--- src/common/plm_pkg.sv ---
// shared constants, types and decode helpers for the programmable logic macrocell
package plm_pkg;

   // ****************************************************************
   // sizes
   // ****************************************************************
   localparam int PLM_N_IN = 8;                // dedicated input pins
   localparam int PLM_N_PT = 8;                // product terms per cell

   // ****************************************************************
   // register byte offsets
   // ****************************************************************
   localparam logic [7:0] PLM_A_CFG    = 8'h00;   // cell configuration
   localparam logic [7:0] PLM_A_SPLIT  = 8'h04;   // term distribution
   localparam logic [7:0] PLM_A_OESTEP = 8'h08;   // per-step output enables
   localparam logic [7:0] PLM_A_STATUS = 8'h0C;   // live cell state
   localparam logic [7:0] PLM_A_PT0    = 8'h20;   // first term mask

   // ****************************************************************
   // configuration field positions
   // ****************************************************************
   localparam int PLM_CFG_MODE = 0;            // 3-bit output/feedback mode
   localparam int PLM_CFG_FF   = 3;            // 2-bit flip-flop type
   localparam int PLM_CFG_INV  = 5;            // invert primary sum
   localparam int PLM_CFG_CINT = 6;            // clock from buffered signal
   localparam int PLM_CFG_CFAL = 7;            // buffered clock falling edge
   localparam int PLM_CFG_SPD  = 8;            // speed_mode_bit
   localparam int PLM_CFG_SEQ  = 9;            // microcoded output enables
   localparam int PLM_CFG_OE   = 10;           // static output enable
   localparam int PLM_CFG_DUAL = 11;           // dual feedback
   localparam int PLM_CFG_CSEL = 12;           // 4-bit clock source column
   localparam int PLM_CFG_RUN  = 16;           // cell running

   // ****************************************************************
   // reset values
   // ****************************************************************
   localparam logic [31:0] PLM_CFG_RST    = 32'h0000_0400;
   localparam logic [7:0]  PLM_SPLIT_RST  = 8'h00;
   localparam logic [7:0]  PLM_OESTEP_RST = 8'hFF;

   // ****************************************************************
   // timing
   // ****************************************************************
   localparam int PLM_CLK_NS  = 50;            // mclk period
   localparam int PLM_PROP_NS = 100;           // array settle time after a transition
   localparam int PLM_PROP_CYC = (PLM_PROP_NS + PLM_CLK_NS - 1) / PLM_CLK_NS;

   // ****************************************************************
   // modes
   // ****************************************************************
   typedef enum logic [6:0] {
      PLM_OM_COMB     = 7'b000_0001,           // comb out, comb feedback
      PLM_OM_REG      = 7'b000_0010,           // reg out, reg feedback
      PLM_OM_INPUT    = 7'b000_0100,           // pin is an input only
      PLM_OM_COMB_FBC = 7'b000_1000,           // comb out, comb feedback
      PLM_OM_REG_FBR  = 7'b001_0000,           // reg out, reg feedback
      PLM_OM_COMB_FBR = 7'b010_0000,           // comb out, reg feedback
      PLM_OM_REG_FBC  = 7'b100_0000            // reg out, comb feedback
   } plm_om_e;

   typedef enum logic [3:0] {
      PLM_FF_D  = 4'b0001,
      PLM_FF_JK = 4'b0010,
      PLM_FF_T  = 4'b0100,
      PLM_FF_SR = 4'b1000
   } plm_ff_e;

   // mode code to one-hot; code 7 is illegal and falls back to comb
   function automatic plm_om_e plm_om_dec(input logic [2:0] c);
      unique case (c)
         3'h1:    return PLM_OM_REG;
         3'h2:    return PLM_OM_INPUT;
         3'h3:    return PLM_OM_COMB_FBC;
         3'h4:    return PLM_OM_REG_FBR;
         3'h5:    return PLM_OM_COMB_FBR;
         3'h6:    return PLM_OM_REG_FBC;
         default: return PLM_OM_COMB;
      endcase
   endfunction

   function automatic plm_ff_e plm_ff_dec(input logic [1:0] c);
      unique case (c)
         2'h0: return PLM_FF_D;
         2'h1: return PLM_FF_JK;
         2'h2: return PLM_FF_T;
         2'h3: return PLM_FF_SR;
      endcase
   endfunction

endpackage

--- src/common/plm_arr_if.sv ---
// carrier between the cell logic and its product-term array
`timescale 1ns/100ps
interface plm_arr_if #(
   parameter int NA   = 10,
   parameter int N_PT = 8
);
   logic [NA-1:0]                 lit;     // array input columns
   logic [N_PT-1:0][2*NA-1:0]     mask;    // {complement, true} connections
   logic [N_PT-1:0]               term;    // product-term results

   modport core  (output lit, output mask, input term);
   modport array (input lit, input mask, output term);
endinterface

--- src/plm_pterm_array.sv ---
// programmable and-array: one product term per mask word
`timescale 1ns/100ps
module plm_pterm_array #(
   parameter int NA   = 10,
   parameter int N_PT = 8
)(
   plm_arr_if.array arr                   // columns in, terms out
);

   // a kept connection pulls the term low when its literal is one;
   // an opened one is a no-connect, so both opened means don't-care
   function automatic logic pterm(input logic [NA-1:0]   lit,
                                  input logic [2*NA-1:0] m);
      logic [NA-1:0] kill;
      kill = (m[NA-1:0] & lit) | (m[2*NA-1:NA] & ~lit);
      return ~|kill;
   endfunction

   // ****************************************************************
   // term evaluation
   // ****************************************************************
   genvar g;
   generate
      for (g = 0; g < N_PT; g++) begin : g_pt
         assign arr.term[g] = pterm(arr.lit, arr.mask[g]);
      end
   endgenerate

endmodule

--- src/plm_macrocell.sv ---
// programmable logic macrocell with apb configuration
`timescale 1ns/100ps
module plm_macrocell import plm_pkg::*; #(
   parameter int N_IN     = PLM_N_IN,       // dedicated inputs, at most 13
   parameter int N_PT     = PLM_N_PT,       // product terms
   parameter int PROP_CYC = PLM_PROP_CYC    // array settle cycles
)(
   input  wire logic             mclk,      // system clock, 20 MHz
   input  wire logic             rst_n,     // async reset
   input  wire logic             psel,      // apb select
   input  wire logic             penable,   // apb access phase
   input  wire logic             pwrite,    // apb write
   input  wire logic [7:0]       paddr,     // apb byte address
   input  wire logic [31:0]      pwdata,    // apb write data
   output logic      [31:0]      prdata,    // apb read data
   output logic                  pready,    // apb ready
   output logic                  pslverr,   // apb error, unmapped
   input  wire logic [N_IN-1:0]  in_pin,    // dedicated input pins
   input  wire logic             io_in,     // cell pin level
   output logic                  io_out,    // cell pin drive value
   output logic                  io_oe      // cell pin drive enable
);

   localparam int NA = N_IN + 2;            // columns: inputs, feedback, pin
   localparam int MW = 2 * NA;              // mask bits per term
   localparam int PW = $clog2(N_PT);        // term index width
   localparam int CW = $clog2(PROP_CYC + 1);
   localparam logic [CW-1:0] PROP_LD = CW'(PROP_CYC);

   // ****************************************************************
   // state
   // ****************************************************************
   typedef struct packed {
      logic [N_IN-1:0]         in_m;        // input sync, first stage
      logic [N_IN-1:0]         in_s;        // input sync, second stage
      logic                    io_m;        // pin sync, first stage
      logic                    io_s;        // pin sync, second stage
      logic [31:0]             cfg;         // configuration word
      logic [N_PT-1:0]         split;       // term to secondary input
      logic [7:0]              oestep;      // enable per microcode step
      logic [N_PT-1:0][MW-1:0] mask;        // and-array connections
      logic [NA-1:0]           lit_prev;    // delayed columns
      logic [CW-1:0]           pwr_cnt;     // array power hold
      logic                    sum;         // held primary sum
      logic                    sumb;        // held secondary sum
      logic                    q;           // the cell flip-flop
      logic                    clk_prev;    // buffered clock history
      logic [2:0]              step;        // microcode step
      logic                    pready;      // bus ready
      logic                    pslverr;     // bus error
      logic [31:0]             prdata;      // bus read data
      logic                    io_out;      // pin value
      logic                    io_oe;       // pin enable
   } plm_st_s;

   // erased array: every connection kept, so every term is false
   localparam plm_st_s ST_RST = '{cfg: PLM_CFG_RST, split: N_PT'(PLM_SPLIT_RST),
                                  oestep: PLM_OESTEP_RST, mask: '1, default: '0};

   plm_st_s st_q;                           // registered state
   plm_st_s st_d;                           // next state

   // ****************************************************************
   // decode of configuration
   // ****************************************************************
   plm_om_e         om;                     // output/feedback mode
   plm_ff_e         ff;                     // flip-flop type
   logic            run;                    // cell running
   logic            fb_reg;                 // internal feedback from register
   logic            out_reg;                // pin driven from register
   logic            fb_val;                 // internal feedback column
   logic            col_pin;                // pin feedback column
   logic [NA-1:0]   lit;                    // array columns
   logic [N_PT-1:0] term;                   // product terms
   logic            trans;                  // any column changed
   logic            pwr;                    // array powered
   logic            sum_a;                  // primary sum, after inversion
   logic            sum_b;                  // secondary sum
   logic            a_eff;                  // primary input seen by the flop
   logic            b_eff;                  // secondary input seen by the flop
   logic            clk_src;                // buffered clock source
   logic            tick;                   // flip-flop clock event
   logic            acc;                    // apb access phase
   logic            pt_hit;                 // term mask address
   logic [PW-1:0]   pt_idx;                 // term mask index
   logic            hit;                    // mapped address
   logic [31:0]     rd_val;                 // read mux

   assign om     = plm_om_dec(st_q.cfg[PLM_CFG_MODE +: 3]);
   assign ff     = plm_ff_dec(st_q.cfg[PLM_CFG_FF +: 2]);
   assign run    = st_q.cfg[PLM_CFG_RUN];

   // feedback routing per mode
   assign fb_reg  = (om == PLM_OM_REG) || (om == PLM_OM_REG_FBR)
                 || (om == PLM_OM_COMB_FBR);
   assign out_reg = (om == PLM_OM_REG) || (om == PLM_OM_REG_FBR)
                 || (om == PLM_OM_REG_FBC);
   assign fb_val  = fb_reg ? st_q.q : st_q.sum;
   // with dual feedback the pin is an independent input column
   assign col_pin = (st_q.cfg[PLM_CFG_DUAL] || om == PLM_OM_INPUT)
                  ? st_q.io_s : fb_val;
   // feedback reads the held sum, so there is no combinational loop
   assign lit     = {col_pin, fb_val, st_q.in_s};

   // ****************************************************************
   // and-array
   // ****************************************************************
   plm_arr_if #(.NA(NA), .N_PT(N_PT)) arr ();
   assign arr.lit  = lit;
   assign arr.mask = st_q.mask;
   assign term     = arr.term;

   plm_pterm_array #(
      .NA   (NA),
      .N_PT (N_PT)
   ) u_arr (
      .arr  (arr.array)
   );

   // two or-sums share the terms as the split mask distributes them
   assign sum_a = (|(term & ~st_q.split)) ^ st_q.cfg[PLM_CFG_INV];
   assign sum_b = |(term & st_q.split);

   // ****************************************************************
   // transition detection and array power
   // ****************************************************************
   // xor against the delayed columns; powers the array in the same cycle the columns change
   assign trans = |(lit ^ st_q.lit_prev);
   assign pwr   = st_q.cfg[PLM_CFG_SPD] || trans
               || (st_q.pwr_cnt != '0);
   // while powered down the flop sees the last settled sums
   assign a_eff = pwr ? sum_a : st_q.sum;
   assign b_eff = pwr ? sum_b : st_q.sumb;

   // ****************************************************************
   // clocking
   // ****************************************************************
   // the clock buffer may take any column; cells on one column form a group
   assign clk_src = (st_q.cfg[PLM_CFG_CSEL +: 4] < 4'(NA))
                  ? lit[st_q.cfg[PLM_CFG_CSEL +: 4]] : 1'b0;
   assign tick = run && (!st_q.cfg[PLM_CFG_CINT] ||
                 (st_q.cfg[PLM_CFG_CFAL] ? (st_q.clk_prev && !clk_src)
                                         : (!st_q.clk_prev && clk_src)));

   // physical flop is d or toggle; jk and sr add gating around toggle
   function automatic logic next_q(input plm_ff_e t, input logic q,
                                   input logic a, input logic b);
      logic tog;
      tog = 1'b0;
      unique case (t)
         PLM_FF_D:  return a;
         PLM_FF_T:  tog = a;
         PLM_FF_JK: tog = (a && !q) || (b && q);
         PLM_FF_SR: tog = (a && !b && !q) || (b && !a && q);
      endcase
      return q ^ tog;
   endfunction

   // ****************************************************************
   // bus decode
   // ****************************************************************
   assign acc    = psel && penable;
   assign pt_hit = (paddr >= PLM_A_PT0) && (paddr < PLM_A_PT0 + 8'(4 * N_PT))
                && (paddr[1:0] == 2'h0);
   assign pt_idx = paddr[2 +: PW];
   assign hit    = pt_hit || paddr == PLM_A_CFG || paddr == PLM_A_SPLIT
                || paddr == PLM_A_OESTEP || paddr == PLM_A_STATUS;
   assign rd_val = (paddr == PLM_A_CFG)    ? st_q.cfg :
                   (paddr == PLM_A_SPLIT)  ? 32'(st_q.split) :
                   (paddr == PLM_A_OESTEP) ? 32'(st_q.oestep) :
                   (paddr == PLM_A_STATUS) ? 32'({st_q.step, pwr, st_q.io_s,
                                                  st_q.sum, st_q.q}) :
                   pt_hit                  ? 32'(st_q.mask[pt_idx]) : 32'h0000_0000;

   // ****************************************************************
   // next state
   // ****************************************************************
   always_comb begin
      st_d = st_q;
      // two-stage synchronisers on every pin
      st_d.in_m     = in_pin;
      st_d.in_s     = st_q.in_m;
      st_d.io_m     = io_in;
      st_d.io_s     = st_q.io_m;
      st_d.lit_prev = lit;
      st_d.clk_prev = clk_src;
      // power window restarts on each transition
      if (trans) begin
         st_d.pwr_cnt = PROP_LD;
      end else if (st_q.pwr_cnt != '0) begin
         st_d.pwr_cnt = st_q.pwr_cnt - CW'(1);
      end
      // sums only move while the array is powered
      if (pwr) begin
         st_d.sum  = sum_a;
         st_d.sumb = sum_b;
      end
      // flop and microcode step advance on a clock event
      if (tick) begin
         st_d.q = next_q(ff, st_q.q, a_eff, b_eff);
         if (st_q.cfg[PLM_CFG_SEQ]) begin
            st_d.step = st_q.step + 3'h1;
         end
      end
      // pin drive
      st_d.io_out = out_reg ? st_q.q : st_q.sum;
      if (om == PLM_OM_INPUT) begin
         st_d.io_oe = 1'b0;
      end else if (st_q.cfg[PLM_CFG_SEQ]) begin
         st_d.io_oe = st_q.oestep[st_q.step];
      end else begin
         st_d.io_oe = st_q.cfg[PLM_CFG_OE];
      end
      // one wait state: ready rises after the first access cycle
      st_d.pready = acc && !st_q.pready;
      if (acc && !st_q.pready) begin
         st_d.prdata  = rd_val;
         st_d.pslverr = !hit;
      end
      // writes land at the edge where ready is sampled high
      if (acc && st_q.pready && pwrite && hit) begin
         if (paddr == PLM_A_CFG) begin
            if (run) begin
               st_d.cfg[PLM_CFG_RUN] = pwdata[PLM_CFG_RUN];
            end else begin
               st_d.cfg = pwdata;
            end
         end else if (!run) begin
            // array and enables are frozen while running
            if (paddr == PLM_A_SPLIT) begin
               st_d.split = pwdata[N_PT-1:0];
            end else if (paddr == PLM_A_OESTEP) begin
               st_d.oestep = pwdata[7:0];
            end else if (pt_hit) begin
               st_d.mask[pt_idx] = pwdata[MW-1:0];
            end
         end
      end
   end

   // ****************************************************************
   // state register
   // ****************************************************************
   always_ff @(posedge mclk or negedge rst_n) begin
      if (!rst_n) begin
         st_q <= ST_RST;
      end else begin
         st_q <= st_d;
      end
   end

   assign prdata  = st_q.prdata;
   assign pready  = st_q.pready;
   assign pslverr = st_q.pslverr;
   assign io_out  = st_q.io_out;
   assign io_oe   = st_q.io_oe;
endmodule

--- config.mk ---
export PLATFORM = sky130hd
export DESIGN_NAME = plm_macrocell
export DESIGN_NICKNAME = d
export VERILOG_FILES = /design/src/common/plm_pkg.sv /design/src/common/plm_arr_if.sv /design/src/plm_pterm_array.sv /design/src/plm_macrocell.sv
export SDC_FILE = /design/constraint.sdc
export NUM_CORES = 1
export LEC_CHECK = 0
export CELL_PAD_IN_SITES_DETAIL_PLACEMENT = 1
export CELL_PAD_IN_SITES_GLOBAL_PLACEMENT = 1
export CORE_MARGIN = 5
export CORE_UTILIZATION = 35
export DETAILED_ROUTE_END_ITERATION = 6
export DONT_BUFFER_PORTS = 1
export HOLD_SLACK_MARGIN = 0.05
export PLACE_DENSITY = 0.67
export SYNTH_ARGS = -nofsm -noshare
export SYNTH_HDL_FRONTEND = slang
export SYNTH_SLANG_ARGS = --single-unit
--- constraint.sdc ---
create_clock -name mclk -period 3 [get_ports mclk]
set_input_delay 0.6 -clock mclk [delete_from_list [all_inputs] [get_ports mclk]]
set_output_delay 0.6 -clock mclk [all_outputs]
set_load 0.05 [all_outputs]
* Word-level counts from Yosys, hierarchy flattened *
Index checks and enable logic that the tools add are counted.

word-level totals
  register bits after elaboration = 281
  bits in latches = 0
  memory bits (writable) = 0
  memory bits (read-only) = 0
  bits of input ports = 54
  output and inout bits = 36
  logic and storage cells = 194
  memories kept = 0

operators by class
  add/sub/neg operators = 2
  multipliers = 0
  div/mod/pow operators = 0
  order comparisons = 7
  eq/ne operators = 21
  shift operators = 0
  multiplexer cells = 33
  bitwise logic cells = 35
  reduce and logical (&&, ||, !) cells = 68

operators by type and width
  operator            number
  $and 10x10->10      16
  $bwmux 160          1
  $mux 20             6
  $reduce_or 10->1    9
  $or 10x10->10       8
  $bmux 20 s3         1
  $demux 20 s3        1
  $pmux 7 s6          1
  $mux 32             1
  $logic_and 1x1->1   17
  $and 8x8->8         2
  $eq 8x4->1 const B  2
  $logic_not 1->1     16
  $mux 1              16
  $pmux 4 s4          1
  $reduce_or 8->1     2
  $logic_or 1x1->1    13
  $not 10->10         1
  $xor 10x10->10      1
  $eq 3x3->1 const B  3
  $eq 8x3->1 const B  1
  $ge 8x6->1 const B  1
  $logic_not 8->1     1
  $lt 3x4->1 const B  2
  other kinds (33)    43

* Depth between registers and ports, before layout *
Gate-level depths: netlist (run 1).

  word-level depth = 24
  mapped depth = 11
  mapped depth without buffers = 9

* Hierarchy *
Synthesis (run 1) repeated with hierarchy kept, for this count alone.

unflattened totals
  cells, all modules = 1,070
  area, all modules = 14,084.8 um2

modules (own cells, without submodules)
  module           times used  cells an instance  area each (um2)  sequential area each (um2)
  plm_macrocell    1           932                12,951.2         7,243.2
  plm_pterm_array  1           138                1,133.6          0.0

* Least setup slack after synthesis (run 1) *
OpenSTA, ideal clock, no wires.

  path type = flip-flop to flip-flop
  start point = register st_q[231] in the netlist's numbering
  end point = register st_q[40] in the netlist's numbering
  library setup time = 0.130 ns
  arrival = 2.614 ns
  required time = 2.870 ns
  slack = 0.256 ns
  stages on the path, launching flop included = 11
  period minus slack after synthesis = 2.744 ns
  cells stage by stage = dfrtp_1 > buf_6 > or4b_4 > o311ai_4 > nor3_1 > o211ai_1 > o22ai_1 > nor4_2 > mux2_4 > nor4_2 > o31ai_2

between the ends
  longest elaborated chain between the ends = 24
  elaborated cells on any way between the ends = 92
  those cells by class = eq/ne (10); mux (13); bitwise (30); reduce/logical (39)

RTL lines
  what                                      line                   RTL
  from (decl)                               plm_macrocell.sv:60    plm_st_s st_q;
  from (signal assigned)                    plm_macrocell.sv:248   st_q <= st_d;
  $eq 3x3->1, or another cell as far along  plm_pkg.sv:70          unique case (c)
  $pmux 7 s6 *                              plm_pkg.sv:70
  $eq 7x2->1 or $eq 7x5->1 (tied branches)  plm_macrocell.sv:94    assign fb_reg = (om == PLM_OM_REG) || (om == PLM_OM_REG_FBR)
  $logic_or 1x1->1                          plm_macrocell.sv:94
  $logic_or 1x1->1                          plm_macrocell.sv:95    || (om == PLM_OM_COMB_FBR);
  $mux 1                                    plm_macrocell.sv:98    assign fb_val = fb_reg ? st_q.q : st_q.sum;
  $mux 1                                    plm_macrocell.sv:101   ? st_q.io_s : fb_val;
  $not 10->10                               plm_pterm_array.sv:15  kill = (m[NA-1:0] & lit) | (m[2*NA-1:NA] & ~lit);
  [... 7 more ...]                          --
  $mux 1                                    plm_macrocell.sv:132   assign a_eff = pwr ? sum_a : st_q.sum;
  $logic_not 1->1                           plm_macrocell.sv:154   PLM_FF_SR: tog = (a && !b && !q) || (b && !a && q);
  $logic_and 1x1->1 (2 in series)           plm_macrocell.sv:154
  $logic_or 1x1->1                          plm_macrocell.sv:154
  $pmux 1 s3                                plm_macrocell.sv:150   unique case (t)
  $mux 1                                    plm_macrocell.sv:199   if (tick) begin
  $xor 1x1->1                               plm_macrocell.sv:156   return q ^ tog;
  $mux 1                                    plm_macrocell.sv:156

Every way passes the cells marked *; elsewhere a longest branch is shown, timed or not. The select of a mux whose other input is x is not followed.
A chain may end at the register's enable or synchronous reset.

* Worst setup path in the final report (run 1) *
  start point = register st_q[231] in the netlist's numbering
  end point = register st_q[40] in the netlist's numbering

between the ends
  longest elaborated chain between the ends = 24
  elaborated cells on any way between the ends = 92
  those cells by class = eq/ne (10); mux (13); bitwise (30); reduce/logical (39)

RTL lines
  what                                      line                  RTL
  $eq 3x3->1, or another cell as far along  plm_pkg.sv:70
  $pmux 7 s6 *                              plm_pkg.sv:70
  $eq 7x2->1 or $eq 7x5->1 (tied branches)  plm_macrocell.sv:94
  $logic_or 1x1->1                          plm_macrocell.sv:94
  $logic_or 1x1->1                          plm_macrocell.sv:95
  $mux 1                                    plm_macrocell.sv:98
  $mux 1 *                                  plm_macrocell.sv:101
  via arr.lit[9]                            plm_arr_if.sv:7       logic [NA-1:0] lit;
  [... 8 more ...]                          --
  $mux 1                                    plm_macrocell.sv:132
  $logic_not 1->1                           plm_macrocell.sv:154
  $logic_and 1x1->1 (2 in series)           plm_macrocell.sv:154
  $logic_or 1x1->1                          plm_macrocell.sv:154
  $pmux 1 s3                                plm_macrocell.sv:150
  $mux 1                                    plm_macrocell.sv:199
  $xor 1x1->1                               plm_macrocell.sv:156
  $mux 1                                    plm_macrocell.sv:156

Mark *: on every way through the listed nets, which the timed path passes. The rest lies on a longest branch. The select of a mux whose other input is x is not followed.

==> impl_results.md, run 1 <==
- WHS: -224.5 ps
- Post-synth EDFFs: 0
- Arr. time, crit path: about 3300 ps
- Async set-reset flop share out of synthesis: 100.0%
- HPWL after detailed placement: about 32 mm
- First-pass GRT wire length: between 60 and 70 mm
- Post-Syn Area per Cell: between 10 and 15 sq um
- Critical Path End Type: register
- Filler Cell Count: 4144
- Worst Slack Setup Final: ~76 ps
- DRC: 0
- CTS root buf: clkbuf_16
- Final hold violations: ~120
- Layout cell share with drive strength beyond 1: between 50 and 60%
- Worst setup SP type: register
- Most common cell on crit path: mux2_4
- DR vias: 9109
- Io pins: 90
- Non-Filler Instances: approximately 1700
- Mapped cell area: between 10000 and 15000 sq um
- Final WL: 43.91 mm
- Die Footprint: approximately 44000 sq um
- Clock Path Buffers: 3
- Post-CTS Setup Inserts: 0
- Final period util: between 90% and 100%
- Max stage delay on crit path: approximately 460 ps
- Initial antenna violation count: 0
- Seq/Total Area, Yosys: around 52%
- Ys flop type: dfstp_2
- Slew headroom: about three fifths
- Cell count after synthesis: around 1100
- Register area: 7249 sq um
- Pre-CTS setup slack: -17.88 ps
- Most common cell after layout, fill and taps aside: mux2_2
- Slowest stage cell on the critical path: dfrtp_2
- Ys Warns: 0
- Slew Viols, Final: 0
- # setup viols final: 0
- P&R area growth vs syn: 13.69%
- Sw frac: about a fifth
- Maximum fanout along the worst path: 8
- Port buffer count: 0
- TritonRoute pass-1 iters: 5
- Routed Antenna Nets: 0
- Sink Count: about 280
- Initial Util: between 30% and 40%
- Clock power share: 50.5%
- CTS buffer count: 35
- Distinct cells, synth: 63
- Gate power share: roughly 2.5%
- Net Sw Power: between 1.5 and 2 mW
- Gr usage total: 19.74%
- Clk_skew: around 14 ps
- # H-tree levels: 2
- Clock Latency Late Sink: between 500 and 600 ps
- CTS tree: yes
- Post-synthesis sequential element count: 281
- Status: finished, violations left
- Dpl cells: ~1600
- Failing checks: hold timing
- Fin nets: about 1200
- Crit path time final: approximately 3000 ps
- Fmax: ~0.34 GHz
- Setup CP Type: register to register
- Total gr overflow: 0
- Largest net degree at the start of global routing: between 200 and 300
- Worst EP required: 3400 ps
- Die Y: approximately 210 microns
- Fin Setup TNS: 0 ps
- Crit-path cells: or3b_1, and3_2, nor2_4, mux2_4, o32ai_2, nor4_4, mux2_4, nor4_2, o31ai_2
- Sequential share of power: a little under half
- Routability cong.: just under 0.9
- Int Power: ~6.5 mW
- Vias in the first global route: roughly 10000
- Via density per instance: roughly 5.5
- Syn Nets: approximately 1200
- Core footprint: 39730 sq um
- Leak pwr: 6.759 nW
- Maxcap violations: 0
- Power per cell area: ~520 nW/um^2
- Hold Crit Class: input pin to asynchronous set/reset pin
- Most frequent cells in the layout: mux2_2 (210), dfstp_2 (169), dfrtp_1 (107), nand2_1 (82), buf_4 (72)
- Worst slew pin tran: 608.7 ps
- Die width: about 210 microns
- Area of the multi-input gates: around 6000 sq um
- Worst VDD drop: about 350 uV
- Drt initial violations: about 550
- Cell Rows: 73
- Routed WL per cell: 26.61 microns
- CTS clock-pin slew for the worst setup and hold paths: ~60 ps
- Total power: between 8 and 9 mW
-- Yosys cell counts, drive strengths merged, types with 3 or more instances --
| cell | n | area share [%] |
|---|---|---|
| a21oi | 19 | 0.70 |
| a221o | 5 | 0.36 |
| a22oi | 18 | 0.96 |
| a31oi | 3 | 0.13 |
| and3 | 3 | 0.13 |
| buf | 51 | 2.4 |
| clkbuf | 55 | 1.5 |
| dfrtp | 112 | 20 |
| dfstp | 169 | 32 |
| inv | 47 | 1.3 |
| mux2 | 214 | 17 |
| mux2i | 65 | 4.6 |
| mux4 | 44 | 7.1 |
| nand2 | 83 | 2.2 |
| nand2b | 4 | 0.18 |
| nand3 | 21 | 0.75 |
| nand3b | 4 | 0.21 |
| nand4 | 4 | 0.18 |
| nor2 | 35 | 0.99 |
| nor2b | 5 | 0.22 |
| nor3 | 8 | 0.32 |
| nor4 | 15 | 0.76 |
| o2111ai | 4 | 0.25 |
| o211ai | 6 | 0.32 |
| o21ai | 35 | 1.2 |
| o221ai | 16 | 1.0 |
| o22ai | 4 | 0.18 |
| o32ai | 6 | 0.43 |
| xnor2 | 4 | 0.25 |
| xor2 | 8 | 0.50 |
-- cells by family after synthesis --
logic type	after synthesis	share of synthesized area, %
buffers and inverters	153	5.087
DFF	281	51.58
and+or+nand+nor	193	6.575
AOI/OAI and AO/OA	131	6.932
adders and majority gates	2	0.1782
xor gates and xnor gates	12	0.7484
muxes	323	28.90
-- power groups by stage --
stage                     clock network [mW]  registers [mW]  logic (mW)
after floorplan                            0            3.93       0.192
after global placement                     0            3.96       0.203
after detailed placement                   0            3.96       0.206
after CTS                               4.29            3.90       0.206
after global routing                    4.46            3.90       0.221
final                                   4.18            3.90       0.207
-- final timing paths --
path	from	cells after the start	endpoint	slack [ps]
worst max register to register	st_q[231]	9	st_q[40]	80
min in group mclk	io_in	0	st_d[263]	100
worst max-delay path	st_q[231]	9	st_q[40]	80
max in group asynchronous	rst_n	0	arr.mask[74]	2760
worst min-delay path	rst_n	0	st_q[44]	-220
worst min register to register	st_d[269]	0	arr.lit[4]	350
-- critical path, delay by kind of cell, from the launching register on --
family,cells,cell delay (ps)
compound gates,2,430
flops,1,460
mux,2,660
simple gates,5,1260
-- final cells by class --
class	instances	share of cell area, %
repair buffers	74	3.636
well taps	525	4.114
flip-flops and latches	281	45.40
inverters	47	1.105
clock inverters	6	0.3761
clock buffers	55	6.786
diodes	1	0.01567
multi-input cells	661	38.56
-- metal layers --
metal	vias to the layer above	part of all wire, %	wire (microns)	global-route usage (%)
met2	235	49	21560	32.95
met4	0	2.0	891	4.658
met5	-	0	0	0
li1	3965	-	-	-
met3	54	5.7	2495	4.227
met1	4855	43	18960	26.53
-- registers in the layout (all words and copies together), names as in the netlist --
signal    cells
arr.lit       8
arr.mask    160
io_oe         1
io_out        1
prdata       32
pready        1
pslverr       1
run           1
st_d          9
st_q         67
-- per-stage QoR --
stage / cell area [sq um] / hold slack (ps) / utilization [%]
after floorplan: 14040 / 304.4 / -
after global placement: 14750 / 321.9 / 37.13
after detailed placement: 14750 / 322.9 / 37.13
after CTS: 15900 / -234.9 / 40.03
after global routing: 15960 / -253.2 / 40.18
final: 15970 / -224.5 / 40.19
-- repair_timing --
action	in CTS	in global routing
pin swaps	0	7
hold endpoints to repair	281	183
resized for setup	2	13
setup endpoints to repair	1	2
Note: power is estimated with default switching activity, not from simulation.
==> run 2, diff against run 1 <==
REMOVE_ABC_BUFFERS = 1   (was not set)
==> run 2 against run 1 <==
  * The run still ends with hold timing left
  * Power shrank 2.5%
  * Sequential cell count is the same
  * Sequential share of layout area is 0.17 points higher
  * Clock skew grew 4.2 ps
  * Non-clock buffer count is 12 lower
  * Via count shrank 1.1%
  * Fmax rose by 0.42%
  * Worst setup slack better by 12 ps
  * Critical endpoint unchanged
  * Largest cell class unchanged
==> impl_results.md, run 2 (synthesis gave the netlist of run 1 again) <==
- Status: finished, violations left
- Failing checks: hold timing
- Clk_skew: 18.40 ps (+4.176 ps)
- CTS tree: yes
- TritonRoute pass-1 iters: 4 (-1)
- HPWL after detailed placement: 28.94 mm (-8.2%)
- Leak pwr: 6.676 nW (-1.2%)
- Die Y: 210.3 microns (unchanged)
- Routed Antenna Nets: 0 (unchanged)
- Vias in the first global route: 9771 (-1.2%)
- Worst VDD drop: 321.9 uV (-8.8%)
- Largest net degree at the start of global routing: 282 (unchanged)
- Gr usage total: 19.12% (-0.62 points)
- DRC: 0 (unchanged)
- WHS: -212.3 ps (+12.19 ps)
- Worst EP required: 3380 ps (-20 ps)
- Initial Util: 35.35% (unchanged)
- Layout cell share with drive strength beyond 1: 51.53% (+0.19 points)
- Maximum fanout along the worst path: 7 (-1)
- # setup viols final: 0 (unchanged)
- Routed WL per cell: 26.02 microns (-2.2%)
- Hold Crit Class: input pin to asynchronous set/reset pin
- Fin Setup TNS: 0 ps (unchanged)
- Drt initial violations: 712 (+30%)
- Fin nets: 1143 (-1.1%)
- Total gr overflow: 0 (unchanged)
- CTS clock-pin slew for the worst setup and hold paths: 60 ps (about the same)
- P&R area growth vs syn: 13.30%
- Crit-path cells: or3b_1, and3_4, nor2_4, mux2_2, o32a_1, a41oi_4, a21oi_2, nor4_4, o31ai_2
- Via density per instance: 5.506 (-0.27%)
- CP delay by family, top: simple AND/OR/NAND/NOR gates
- Final period util: 97.05% (-0.40 points)
- Cell Rows: 73 (unchanged)
- Fmax: 0.3435 GHz (+0.42%)
- Initial antenna violation count: 1 (+1)
- Most common cell after layout, fill and taps aside: mux2_2
- Final WL: 42.60 mm (-3.0%)
- Worst slew pin tran: 1143 ps (+534.3 ps)
- DR vias: 9013 (-1.1%)
- Reg-to-reg endpoint: st_q[40]
- Die Footprint: 44230 sq um (unchanged)
- WP buf/inv: 0 (unchanged)
- Slowest stage cell on the critical path: dfrtp_2
- Internal reg-to-reg setup slack: 90 ps (about the same)
- Critical Path End Type: register
- Port buffer count: 0 (unchanged)
- Final hold violations: 79 (-34%)
- Max stage delay on crit path: 440 ps (-20 ps)
- Clock Path Buffers: 3 (unchanged)
- Routability cong.: 0.8712 (+0.71%)
- Dpl cells: 1571 (-1.1%)
- N_diodes: 0 (-1)
- Final instance area: 15910 sq um (-0.35%)
- Power per cell area: 507.8 nW/um^2 (-2.2%)
- Arr. time, crit path: 3290 ps (-40 ps)
- Maxcap violations: 0 (unchanged)
- Sink Count: 281 (unchanged)
- Worst setup SP type: register
- First-pass GRT wire length: 64.54 mm (-2.0%)
- Die width: 210.3 microns (unchanged)
- Filler Cell Count: 4155 (+0.27%)
- Placed cell area: 14660 sq um (-0.61%)
- Clock Latency Late Sink: 520 ps (about the same)
- Slew Viols, Final: 0 (unchanged)
- Crit path time final: 2911 ps (-12.14 ps)
- Max reg flops: 160 (unchanged)
- R2R depth: 9 (unchanged)
- Most frequent cells in the layout: mux2_2 (211), dfstp_2 (169), dfrtp_1 (106), nand2_1 (82), mux2i_1 (63)
- Slew headroom: 23.80% (-34 points)
- Setup CP Type: register to register
- Core footprint: 39730 sq um (unchanged)
- # H-tree levels: 2 (unchanged)
- Io pins: 90 (unchanged)
- Non-Filler Instances: 1637 (-0.79%)
- CTS buffer count: 34 (-2.9%)
- CTS root buf: clkbuf_16
- Worst R2R Start: st_q[231]
## run 2: cell types whose count changed in the layout (fill, tap and decap cells not counted), sizes merged
| cell | before | now |
|---|---|---|
| clkbuf | 55 | 51 |
| clkinv | 3 | 7 |
| buf | 74 | 62 |
| diode | 1 | 0 |
## run 2: worst max-delay path by stage
stage	depth (start not counted)	endpoint	startpoint	slack, ps
finish	9	st_q[40]	st_q[231]	90
global route	11	st_q[40]	arr.lit[6]	-40
CTS	9	st_q[40]	st_q[42]	10
detailed placement	10	st_q[40]	arr.lit[0]	-130
global placement	10	st_q[40]	arr.lit[0]	20
floorplan	5	st_q[231]	paddr[1]	-700
## run 2: final cells by class
| class | instances | area, sq um | area share (%) |
|---|---|---|---|
| clock inverter | 10 | 81.33 | 0.5111 |
| multi-input combinational | 661 | 6228 | 39.14 |
| timing repair buffer | 62 | 531.8 | 3.342 |
| clock buffer | 51 | 985.9 | 6.196 |
| tap | 525 | 656.9 | 4.128 |
| inverter | 47 | 176.4 | 1.109 |
| sequential | 281 | 7251 | 45.57 |
## run 2: repair_timing
item,CTS,global route
gates resized for setup,2,29
pin swaps,0,12
endpoints found under the hold margin,281,188
endpoints found under the setup margin,1,2
buffers inserted,0,5
## run 2: per-layer routing
metal | track usage, % | part of all wire, % | routed length (microns)
met3 | 3.468 | 4.7 | 2011
met2 | 31.56 | 49 | 20870
met5 | 0 | 0 | 0
met1 | 26.06 | 44 | 18530
met4 | 5.311 | 2.8 | 1180
## run 2: stage by stage
stage | power, mW | setup slack [ps] | util [%]
2_1_floorplan | 4.069 | -697.7 | -
3_3_place_gp | 4.145 | 21.87 | 36.90
3_5_place_dp | 4.150 | -126.0 | 36.90
4_1_cts | 8.183 | 13.51 | 39.62
5_1_grt | 8.382 | -36.30 | 40.05
6_report | 8.080 | 88.50 | 40.05
## run 2: worst register-to-register path: cells and delay by family (launching register included)
family / cells / cell delay, ps
AO/OA/AOI/OAI: 4 / 870
flip-flops: 1 / 440
multiplexers: 1 / 390
AND/OR/NAND/NOR: 4 / 1090
## run 2: report_power, final
| group | total (mW) | switching, mW | internal (mW) |
|---|---|---|---|
| Clock | 3.98 | 1.62 | 2.36 |
| Combinational | 0.210 | 0.0994 | 0.110 |
| Sequential | 3.89 | 0.0481 | 3.85 |
| Total | 8.08 | 1.76 | 6.32 |
==> run 3, diff against run 2 <==
--- a/config.mk
+++ b/config.mk
@@ -10,4 +10,5 @@
 export CORE_MARGIN = 5
 export CORE_UTILIZATION = 35
+export CTS_BUF_LIST = sky130_fd_sc_hd__clkbuf_16
 export DETAILED_ROUTE_END_ITERATION = 6
 export DONT_BUFFER_PORTS = 1
==> constraint.sdc (replaced) <==
create_clock -name mclk -period 3 [get_ports mclk]
set_input_delay 0.6 -clock mclk [delete_from_list [all_inputs] [get_ports mclk]]
set_output_delay 0.6 -clock mclk [all_outputs]
set_load 0.01 [all_outputs]
==> run 3 against run 2 <==
  * Routed wire length shrank 0.85%
  * Critical path depth is the same
  * Clock power shrank 2%
  * The flow still finishes with violations (hold timing)
  * Critical path type unchanged
  * Sequential power is essentially flat
  * Register-to-register slack is essentially flat
  * Via count shrank 1.2%
  * Global-route usage is essentially flat
  * Die area is the same
  * Power shrank 1.0%
==> impl_results.md, run 3 (synthesis gave the netlist of run 1 again) <==
- Register area: 7249 sq um (about the same)
- Die Footprint: 44230 sq um (unchanged)
- WHS: -218.4 ps (-6.038 ps)
- Slew Viols, Final: 0 (unchanged)
- DR vias: 8908 (-1.2%)
- Worst EP required: 3390 ps (about the same)
- Setup CP Type: register to register
- Fin Setup TNS: 0 ps (unchanged)
- Worst slew pin tran: 626.4 ps (-516.7 ps)
- Final hold violations: 112 (+42%)
- Worst setup SP type: register
- Max reg flops: 160 (unchanged)
- Final WL: 42.24 mm (-0.85%)
- Slew headroom: 58.24% (+34 points)
- R2R depth: 9 (unchanged)
- Layout cell share with drive strength beyond 1: 50.27% (-1.3 points)
- Max stage delay on crit path: 530 ps (+90 ps)
- Most frequent cells in the layout: mux2_2 (210), dfstp_2 (169), dfrtp_1 (107), nand2_1 (82), mux2i_1 (63)
- # H-tree levels: 2 (unchanged)
- CTS root buf: clkbuf_16
- Post-CTS Setup Inserts: 0 (unchanged)
- Die width: 210.3 microns (unchanged)
- Failing checks: hold timing
- Leak pwr: 6.685 nW (+0.15%)
- Clock Latency Late Sink: 520 ps (about the same)
- First-pass GRT wire length: 64.58 mm (about the same)
- # setup viols final: 0 (unchanged)
- Largest net degree at the start of global routing: 282 (unchanged)
- Hold Crit Class: input pin to asynchronous set/reset pin
- Clk_skew: 6.298 ps (-12.10 ps)
- Maximum fanout along the worst path: 8 (+1)
- Most common cell after layout, fill and taps aside: mux2_2
- Total gr overflow: 0 (unchanged)
- CTS clock-pin slew for the worst setup and hold paths: 60 ps (about the same)
- Core footprint: 39730 sq um (unchanged)
- Crit-path cells: o21bai_2, mux2i_2, mux2_1, or4_1, o22ai_2, nor4_4, mux2_4, nor4_2, o31ai_2
- P&R area growth vs syn: 12.49%
- Fin nets: 1137 (-0.52%)
- CTS buffer count: 34 (unchanged)
- Internal reg-to-reg setup slack: 100 ps (about the same)
- Slowest stage cell on the critical path: or4_1
- Worst R2R Start: st_q[233]
- Arr. time, crit path: 3300 ps (about the same)
- Drt initial violations: 662 (-7.0%)
- Io pins: 90 (unchanged)
- Area of the multi-input gates: 6185 sq um (-0.70%)
- Cell Rows: 73 (unchanged)
- Status: finished, violations left
- Crit. Startpoint: st_q[233]
- CTS tree: yes
- Routed Antenna Nets: 0 (unchanged)
- Dpl cells: 1570 (-0.064%)
- Non-Filler Instances: 1632 (-0.31%)
- Power per cell area: 506.3 nW/um^2 (-0.30%)
- Final core occ: 39.76% (-0.29 points)
- Pre-CTS setup slack: -8.045 ps (+117.9 ps)
- Initial antenna violation count: 0 (-1)
- Filler Cell Count: 4132 (-0.55%)
- Gr usage total: 19.10% (-0.027 points)
- Vias in the first global route: 9927 (+1.6%)
- Routability cong.: 0.8743 (+0.36%)
- Sink Count: 281 (unchanged)
- Initial Util: 35.35% (unchanged)
- Reg-to-reg endpoint: st_q[40]
- Final period util: 96.75% (-0.30 points)
- TritonRoute pass-1 iters: 4 (unchanged)
- Maxcap violations: 0 (unchanged)
- Die Y: 210.3 microns (unchanged)
- Worst VDD drop: 277.9 uV (-14%)
- Port buffer count: 0 (unchanged)
- Routed WL per cell: 25.88 microns (-0.55%)
- Via density per instance: 5.458 (-0.86%)
- Critical Path End Type: register
- DRC: 0 (unchanged)
- Crit path time final: 2902 ps (-9.113 ps)
- Clock Path Buffers: 3 (unchanged)
- Worst Slack Setup Final: 97.62 ps (+9.113 ps)
- HPWL after detailed placement: 28.96 mm (about the same)
- Fmax: 0.3445 GHz (+0.31%)
run 3: cell count changes in the layout (fill, tap and decap cells not counted), sizes merged:
cell,before,now
diode,0,1
inv,48,59
bufinv,1,2
buf,62,56
clkinv,7,11
clkbuf,51,35
run 3: through the flow:
step / cell area, sq um / power (mW)
floorplan: 13510 / 4.054
global placement: 14650 / 4.129
detailed placement: 14650 / 4.134
CTS: 15710 / 8.098
global route: 15800 / 8.294
finish: 15800 / 7.998
run 3: repair_timing:
action / in CTS / in global routing
pin swaps: 0 / 3
resized for setup: 2 / 18
endpoints found under the hold margin: 281 / 130
setup endpoints to repair: 1 / 2
run 3: layer usage:
metal / share of wire, % / track usage [%]
met5: 0 / 0
met4: 3.0 / 5.873
met3: 4.6 / 3.512
met2: 48 / 31.42
met1: 44 / 25.85
run 3: worst max-delay path, delay by kind of cell (launching register included):
| family | cells | cell delay, ps |
|---|---|---|
| and+or+nand+nor | 3 | 900 |
| AOI/OAI and AO/OA | 3 | 460 |
| DFF | 1 | 450 |
| muxes | 3 | 960 |
run 3: worst max path at each step:
stage	to	slack, ps	depth (start not counted)
after global placement	st_q[40]	10	10
final	st_q[40]	100	9
after floorplan	st_q[231]	-700	5
after global routing	st_q[40]	-20	9
after detailed placement	st_q[40]	-8	10
after CTS	st_q[40]	20	9
run 3: where the power goes:
part / switching [mW] / leakage (nW) / total [mW] / internal, mW
Sequential: 0.0370 / 3.21 / 3.88 / 3.85
Combinational: 0.0926 / 2.93 / 0.197 / 0.104
Clock: 1.63 / 0.549 / 3.92 / 2.29
Total: 1.76 / 6.69 / 8.00 / 6.23
run 3: cell type report:
| type | count | share of cell area (%) |
|---|---|---|
| Multi-Input combinational cell | 661 | 39.15 |
| Tap cell | 525 | 4.158 |
| Antenna cell | 1 | 0.01584 |
| Clock inverter | 26 | 1.069 |
| Sequential cell | 281 | 45.89 |
| Clock buffer | 35 | 5.544 |
| Inverter | 47 | 1.117 |
| Timing Repair Buffer | 56 | 3.057 |
